## src/slspl_pkg.sv

```systemverilog
// Package: register map, field positions and encodings of the link status block
`default_nettype none
package slspl_pkg;
  localparam int          AddrWidth      = 10;
  localparam int          DataWidth      = 8;
  localparam int          NumLanes       = 8;
  localparam int          TestWidth      = 5;
  localparam logic [9:0]  StatusAddr     = 10'h208;
  localparam logic [9:0]  PowerDownAddr  = 10'h209;
  localparam logic [9:0]  SpareLaneAddr  = 10'h20A;
  localparam logic [7:0]  PowerDownReset = 8'h00;
  localparam logic [7:0]  SpareLaneReset = 8'h00;
  localparam int          StLinkUpBit    = 6;
  localparam int          StSyncBit      = 5;
  localparam int          StRealignBit   = 4;
  localparam int          StAlignBit     = 3;
  localparam int          StPllLockBit   = 2;
  localparam int          PdChanBBit     = 1;
  localparam int          PdChanABit     = 0;
  localparam int          SpareSerBit    = 0;
  localparam logic [7:0]  StatusW1cMask  = 8'h18;
  localparam logic [4:0]  TestNormal     = 5'h00;
  localparam logic [4:0]  TestRamp       = 5'h04;
  localparam logic [4:0]  TestTransport  = 5'h05;
endpackage : slspl_pkg
`default_nettype wire

```

## src/slspl_lane_if.sv

```systemverilog
// Interface: per-lane enable and pattern selection between lane logic and top
`default_nettype none
interface slspl_lane_if;
  logic [7:0] modeLanes;
  logic [7:0] spareLanes;
  logic       spareSerEn;
  logic       linkOn;
  logic [4:0] testSel;
  logic [7:0] laneClkEn;
  logic [7:0] serClkEn;
  logic [7:0] laneRamp;
  modport ctrl (output modeLanes, spareLanes, spareSerEn, linkOn, testSel,
                input laneClkEn, serClkEn, laneRamp);
  modport lanes (input modeLanes, spareLanes, spareSerEn, linkOn, testSel,
                 output laneClkEn, serClkEn, laneRamp);
endinterface : slspl_lane_if
`default_nettype wire

```

## src/slspl_lane_ctrl.sv

```systemverilog
// Lane logic: clock, serializer and ramp selection for the link A lanes
`default_nettype none
module slspl_lane_ctrl
(
  slspl_lane_if.lanes lane
);
  logic [7:0] wantLane;
  logic [7:0] serCand;
  logic [7:0] prefixOk;
  logic [4:0] testNow;

  always_comb
  begin
    wantLane = (lane.modeLanes | lane.spareLanes) & {8{lane.linkOn}};
    serCand  = lane.modeLanes | (lane.spareLanes & {8{lane.spareSerEn}});
    serCand  = serCand & {8{lane.linkOn}};
    prefixOk[0] = 1'b1;
    for (int i = 1; i < 8; i++)
    begin
      prefixOk[i] = prefixOk[i-1] & serCand[i-1];
    end
    testNow = lane.testSel;
    lane.laneClkEn = wantLane;
    lane.serClkEn  = serCand & prefixOk;
    for (int i = 0; i < 8; i++)
    begin
      // Spare-only lanes have no payload in normal or transport mode
      lane.laneRamp[i] = lane.spareLanes[i] & ~lane.modeLanes[i] & lane.linkOn
                         & ((testNow == slspl_pkg::TestNormal)
                            | (testNow == slspl_pkg::TestTransport));
    end
  end
endmodule : slspl_lane_ctrl
`default_nettype wire

```

## src/slspl_top.sv

```systemverilog
// Top: link status, channel power-down and spare lane control registers
// Functional notes
// - Status bit 6 shows link up
// - Status bit 5 follows sync input level
// - Bit 4 set on realign, write-one clears
// - Bit 3 set first SYSREF after enable
// - Status bit 2 shows serializer PLL lock
// - Power-down bit 1 kills channel B
// - Power-down bit 0 kills channel A
// - Both bits down: whole link powered down
// - B disabled on shared link: slots undefined
// - Spare bits 7:1 enable lane clocks
// - Bit 0 also enables spare serializers
// - Spare lanes follow mode and test pattern
// - Spare-only lane ramps for test 0/5
// - Spare lanes need enabled, powered link
// - Serializer clocked only if lower lanes on
`default_nettype none
module slspl_top
(
  input  wire logic       sys_clk,
  input  wire logic       reset,
  input  wire logic [9:0] regAddr,
  input  wire logic [7:0] regWrData,
  input  wire logic       regWrStb,
  input  wire logic       regRdStb,
  output var  logic [7:0] regRdData,
  input  wire logic       syncN,
  input  wire logic       sysrefEvt,
  input  wire logic       sysrefShift,
  input  wire logic       pllLockRaw,
  input  wire logic       linkUpRaw,
  input  wire logic       link_enable,
  input  wire logic [7:0] link_mode_select,
  input  wire logic [4:0] link_test_pattern,
  input  wire logic       modeDualOnA,
  output var  logic       chanAPowerDown,
  output var  logic       chanBPowerDown,
  output var  logic       linkPowerDown,
  output var  logic       chanBSlotsUndefined,
  output var  logic [7:0] laneClkEn,
  output var  logic [7:0] serClkEn,
  output var  logic [7:0] laneRamp
);
  typedef struct packed {
    logic [1:0] syncMeta;
    logic       evtPrev;
    logic       shiftPrev;
    logic [1:0] lockMeta;
    logic [1:0] upMeta;
    logic [1:0] evtMeta;
    logic [1:0] shiftMeta;
    logic       enPrev;
    logic       waitFirst;
    logic       realigned;
    logic       phase_established_flag;
    logic [1:0] powerDown;
    logic [7:0] spareReg;
    logic [7:0] rdData;
    logic       pdA;
    logic       pdB;
    logic       pdLink;
    logic       bUndef;
    logic [7:0] laneClk;
    logic [7:0] serClk;
    logic [7:0] ramp;
  } slspl_state_s;

  slspl_state_s s_q;
  slspl_state_s s_d;
  slspl_lane_if lane ();

  logic [7:0] statusView;
  logic       evtEdge;
  logic       shiftEdge;
  logic       wrStatus;

  // Lane selection from the link mode; power-down of both channels drops the link
  assign lane.modeLanes  = link_mode_select;
  assign lane.spareLanes = {s_q.spareReg[7:1], 1'b0};
  assign lane.spareSerEn = s_q.spareReg[slspl_pkg::SpareSerBit];
  assign lane.linkOn     = link_enable & ~(s_q.powerDown[0] & s_q.powerDown[1]);
  assign lane.testSel    = link_test_pattern;

  slspl_lane_ctrl u_lanes
  (
    .lane (lane)
  );

  always_comb
  begin
    s_d = s_q;
    // Two-stage synchronisers on every asynchronous status source
    s_d.syncMeta  = {s_q.syncMeta[0], syncN};
    s_d.lockMeta  = {s_q.lockMeta[0], pllLockRaw};
    s_d.upMeta    = {s_q.upMeta[0], linkUpRaw};
    s_d.evtMeta   = {s_q.evtMeta[0], sysrefEvt};
    s_d.shiftMeta = {s_q.shiftMeta[0], sysrefShift};
    s_d.evtPrev   = s_q.evtMeta[1];
    s_d.shiftPrev = s_q.shiftMeta[1];
    evtEdge   = s_q.evtMeta[1] & ~s_q.evtPrev;
    shiftEdge = s_q.shiftMeta[1] & ~s_q.shiftPrev;
    wrStatus  = regWrStb & (regAddr == slspl_pkg::StatusAddr);

    statusView = 8'h00;
    statusView[slspl_pkg::StLinkUpBit]  = s_q.upMeta[1];
    statusView[slspl_pkg::StSyncBit]    = s_q.syncMeta[1];
    statusView[slspl_pkg::StRealignBit] = s_q.realigned;
    statusView[slspl_pkg::StAlignBit]   = s_q.phase_established_flag;
    statusView[slspl_pkg::StPllLockBit] = s_q.lockMeta[1];

    // Write-one clears; a same-cycle event wins
    if (wrStatus && regWrData[slspl_pkg::StRealignBit])
    begin
      s_d.realigned = 1'b0;
    end
    if (shiftEdge)
    begin
      s_d.realigned = 1'b1;
    end
    if (wrStatus && regWrData[slspl_pkg::StAlignBit])
    begin
      s_d.phase_established_flag = 1'b0;
    end
    s_d.enPrev = link_enable;
    if (link_enable && !s_q.enPrev)
    begin
      s_d.waitFirst = 1'b1;
    end
    else if (!link_enable)
    begin
      s_d.waitFirst = 1'b0;
    end
    if (evtEdge && s_q.waitFirst && link_enable)
    begin
      s_d.phase_established_flag   = 1'b1;
      s_d.waitFirst = 1'b0;
    end

    // Writes while the link runs are taken; the host keeps the ordering
    if (regWrStb && regAddr == slspl_pkg::PowerDownAddr)
    begin
      s_d.powerDown = regWrData[1:0];
    end
    if (regWrStb && regAddr == slspl_pkg::SpareLaneAddr)
    begin
      s_d.spareReg = regWrData;
    end

    s_d.rdData = 8'h00;
    if (regRdStb)
    begin
      unique case (regAddr)
        slspl_pkg::StatusAddr:    s_d.rdData = statusView;
        slspl_pkg::PowerDownAddr: s_d.rdData = {6'h00, s_q.powerDown};
        slspl_pkg::SpareLaneAddr: s_d.rdData = s_q.spareReg;
        default:                  s_d.rdData = 8'h00;
      endcase
    end

    s_d.pdA    = s_q.powerDown[slspl_pkg::PdChanABit];
    s_d.pdB    = s_q.powerDown[slspl_pkg::PdChanBBit];
    s_d.pdLink = s_q.powerDown[0] & s_q.powerDown[1];
    // Shared link keeps running; B slots carry no valid samples
    s_d.bUndef = modeDualOnA & s_q.powerDown[slspl_pkg::PdChanBBit]
                 & ~s_q.powerDown[slspl_pkg::PdChanABit];
    s_d.laneClk = lane.laneClkEn;
    s_d.serClk  = lane.serClkEn;
    s_d.ramp    = lane.laneRamp;
  end

  always_ff @(posedge sys_clk or posedge reset)
  begin
    if (reset)
    begin
      s_q <= '0;
      s_q.powerDown <= slspl_pkg::PowerDownReset[1:0];
      s_q.spareReg  <= slspl_pkg::SpareLaneReset;
    end
    else
    begin
      s_q <= s_d;
    end
  end

  assign regRdData           = s_q.rdData;
  assign chanAPowerDown      = s_q.pdA;
  assign chanBPowerDown      = s_q.pdB;
  assign linkPowerDown       = s_q.pdLink;
  assign chanBSlotsUndefined = s_q.bUndef;
  assign laneClkEn           = s_q.laneClk;
  assign serClkEn            = s_q.serClk;
  assign laneRamp            = s_q.ramp;
endmodule : slspl_top
`default_nettype wire

```

## config.mk

```make
export PLATFORM = sky130hd
export DESIGN_NAME = slspl_top
export DESIGN_NICKNAME = d
export VERILOG_FILES = /design/src/slspl_pkg.sv /design/src/slspl_lane_if.sv /design/src/slspl_lane_ctrl.sv /design/src/slspl_top.sv
export SDC_FILE = /design/constraint.sdc
export NUM_CORES = 1
export LEC_CHECK = 0
export BUFFER_PORTS_ARGS = -buffer_cell sky130_fd_sc_hd__buf_2
export CAP_MARGIN = 20
export CORE_ASPECT_RATIO = 0.9
export CORE_UTILIZATION = 52
export CTS_BUF_LIST = sky130_fd_sc_hd__clkbuf_4 sky130_fd_sc_hd__clkbuf_8
export DETAILED_ROUTE_END_ITERATION = 8
export PLACE_DENSITY = 0.81
export SLEW_MARGIN = 20
export SYNTH_ARGS = -nofsm -noshare
export SYNTH_HDL_FRONTEND = slang
export SYNTH_SLANG_ARGS = --single-unit
```

## constraint.sdc

```tcl
create_clock -name sys_clk -period 2.48 [get_ports sys_clk]
set_input_delay 0.496 -clock sys_clk [delete_from_list [all_inputs] [get_ports sys_clk]]
set_output_delay 0.496 -clock sys_clk [all_outputs]
set_load 0.05 [all_outputs]
```

==> impl_metrics.env <==
export IMPL_vias=1481
export IMPL_regArea_um2=1500
export IMPL_worst_slew_pin_slew_ns=0.593
export IMPL_start_util_pct=54.2
export IMPL_drtPass1Iterations=4
export IMPL_run_status="complete, no violations"
export IMPL_yosys_register_bits=60
export IMPL_cts_max_level=3
export IMPL_setup_viol=0
export IMPL_cts_buffer_depth=2
export IMPL_multi_input_area_um2=637
export IMPL_hold_violations=0
export IMPL_synthArstFlopShare_pct=100
export IMPL_cpMaxStageDelayCell="or4_4"
export IMPL_n_antenna_cell=0
export IMPL_rsz0062_at_grt="no"
export IMPL_synth_top_cell_by_area="dfrtp_1"
export IMPL_synthTopCellsByArea="dfrtp_1 62%, buf_4 9.9%, mux2_1 4.7%"
export IMPL_via_per_inst=4.78
export IMPL_ys_flop_type="dfrtp_1"
export IMPL_yosysWarnings=0
export IMPL_slew_headroom_pct=60.4
export IMPL_grt_usage_pct=19.0
export IMPL_skew_ns=0.00948
export IMPL_coreArea_um2=4460
export IMPL_period_share_pct=69.4
export IMPL_max_freq_mhz=581
export IMPL_io_pins=78
export IMPL_die_x_um=73.9
export IMPL_cts_root_buffer="clkbuf_8"
export IMPL_first_global_vias=1463
export IMPL_critPathMaxFanout=10
export IMPL_stdcell_count=310
export IMPL_r2r_slack_ns=0.76
export IMPL_crit_arrival_ns=1.94
export IMPL_required_ns=2.70
export IMPL_cts_tree="yes"
export IMPL_hpwl_um=2990
export IMPL_cts_setup_buffers=0
export IMPL_placed_cells=294
export IMPL_synth_most_common_cell="dfrtp_1"
export IMPL_drv_slew=0
export IMPL_period_minus_slack_ns=1.72
export IMPL_critPathLaunchType="flop"
export IMPL_synth_commonest_cells="60 x dfrtp_1, 32 x buf_4, 25 x nor2_1"
export IMPL_post_cts_resized=0
export IMPL_crit_family="simple AND/OR/NAND/NOR gates"
export IMPL_synthCells=190
export IMPL_cts_clk_slew_worst_paths_ns=0.06
export IMPL_ys_types=36
export IMPL_dieArea_um2=4930
export IMPL_grt_ovfl_total=0
export IMPL_ir_drop_mv=0.497
export IMPL_fp_dieH_um=66.7
export IMPL_cp_slowest_stage_delay_ns=0.58
export IMPL_drc=0
export IMPL_rows=23
export IMPL_power_leakage_nw=1.51
export IMPL_path_buf_inv=0
export IMPL_power_density_nw_per_um2=701
export IMPL_yosys_area_top_type_share_pct=62.0
export IMPL_wl_per_cell_um=12.8
export IMPL_io_buffers=76
export IMPL_avgSynthCellArea_um2=12.7
export IMPL_fillers=379
export IMPL_synth_edf_count=0
export IMPL_grt_antenna_before_repair=0
export IMPL_final_nets=285
export IMPL_ctsHoldBuffers=0
export IMPL_path_class="flop to flop"
export IMPL_cts_buffers=9
export IMPL_max_cap_viol_count=0
export IMPL_tns_ns=0
export IMPL_netlist_area_um2=2420
export IMPL_end_kind="flop"
export IMPL_clkSinkCount=60
export IMPL_wl_um=3980
export IMPL_clk_latency_ns=0.33
export IMPL_postRouteAntennaNets=0
export IMPL_area_delta_synth_final_pct=16.5
export IMPL_grt_max_degree=31
export IMPL_grt_pass1_wl_um=6510
export IMPL_yosysSeqAreaShare_pct=62.0
export IMPL_drive_above_1_share_pct=41.9
export IMPL_worstPathCellList="a21bo_1, or4_4, nor4_2"
export IMPL_dr_first_iter_drc_count=62
export IMPL_place_congestion=0.834
export IMPL_synth_fp_nets=232
export IMPL_hp_class="input pin to async pin"
-- through the flow --
step	setup slack (ns)	area, µm²	utilization (%)	hold slack, ns	power, mW
6_report	0.760	2820	63.2	0.227	1.98
5_1_grt	0.669	2820	63.2	0.250	2.06
2_1_floorplan	0.499	2420	-	0.331	1.14
4_1_cts	0.761	2820	63.2	0.241	2.01
3_5_place_dp	0.592	2630	58.9	0.343	1.19
3_3_place_gp	0.624	2630	58.9	0.332	1.19
-- flip-flops by register name, indices dropped and copies added, names as in the netlist --
| signal | flops |
|---|---|
| s_d | 9 |
| s_q | 9 |
| regRdData | 8 |
| serClkEn | 8 |
| lane.spareLanes | 7 |
| laneClkEn | 7 |
| laneRamp | 7 |
| chanAPowerDown | 1 |
| chanBPowerDown | 1 |
| chanBSlotsUndefined | 1 |
| lane.spareSerEn | 1 |
| linkPowerDown | 1 |
-- layer usage --
| metal | vias up | part of all wire (%) | track usage (%) |
|---|---|---|---|
| li1 | 714 | - | - |
| met1 | 707 | 43 | 21.4 |
| met2 | 49 | 48 | 30.0 |
| met3 | 11 | 6.6 | 8.62 |
| met4 | 0 | 2.4 | 10.6 |
| met5 | - | 0 | 0 |
-- cells by family after synthesis --
family                 Yosys count  synth area share (%)
buffers and inverters           40                  11.6
multiplexers                    16                  7.14
flip-flops                      60                  62.0
other                            1                 0.155
AND/OR/NAND/NOR                 59                  15.0
XOR/XNOR                         1                 0.362
AO/OA/AOI/OAI                   13                  3.62
-- worst register-to-register path, cell delays in order (launching register included) --
cell and delay (ns):
dfrtp_1 0.44, a21bo_1 0.33, or4_4 0.58, nor4_2 0.26
-- report_power, final --
group          internal, mW  switching, mW  leakage (nW)
Combinational        0.0546         0.0994         0.613
Sequential             1.00         0.0112         0.788
Clock                 0.477          0.330         0.104
Total                  1.54          0.441          1.51
-- path summary, 6_finish.rpt --
| path | startpoint | to | cells after the start |
|---|---|---|---|
| max | s_d[27] | serClkEn[5] | 3 |
| min | reset | s_d[27] | 2 |
| max reg2reg | s_d[27] | serClkEn[5] | 3 |
| min reg2reg | s_d[53] | s_d[59] | 0 |
| max in group asynchronous | reset | serClkEn[0] | 3 |
| min in group sys_clk | pllLockRaw | s_d[57] | 1 |
-- layout make-up --
type / instances / share of cell area (%)
Timing Repair Buffer: 78 / 14.0
Tap cell: 62 / 2.75
Inverter: 4 / 0.577
Clock inverter: 1 / 0.177
Sequential cell: 60 / 53.2
Multi-Input combinational cell: 90 / 22.6
Clock buffer: 15 / 6.65
-- cells in the final DEF, fill, tap and decap left out, drive strengths merged, types with 3 or more instances in the layout --
| cell type | instances |
|---|---|
| nor2 | 25 |
| buf | 78 |
| a21oi | 7 |
| dfrtp | 60 |
| nor4 | 3 |
| mux2 | 10 |
| nor3b | 7 |
| nor3 | 3 |
| nor2b | 3 |
| clkbuf | 15 |
| inv | 3 |
| mux2i | 6 |
| nand3 | 4 |
Power figures use the tool's default switching activity.
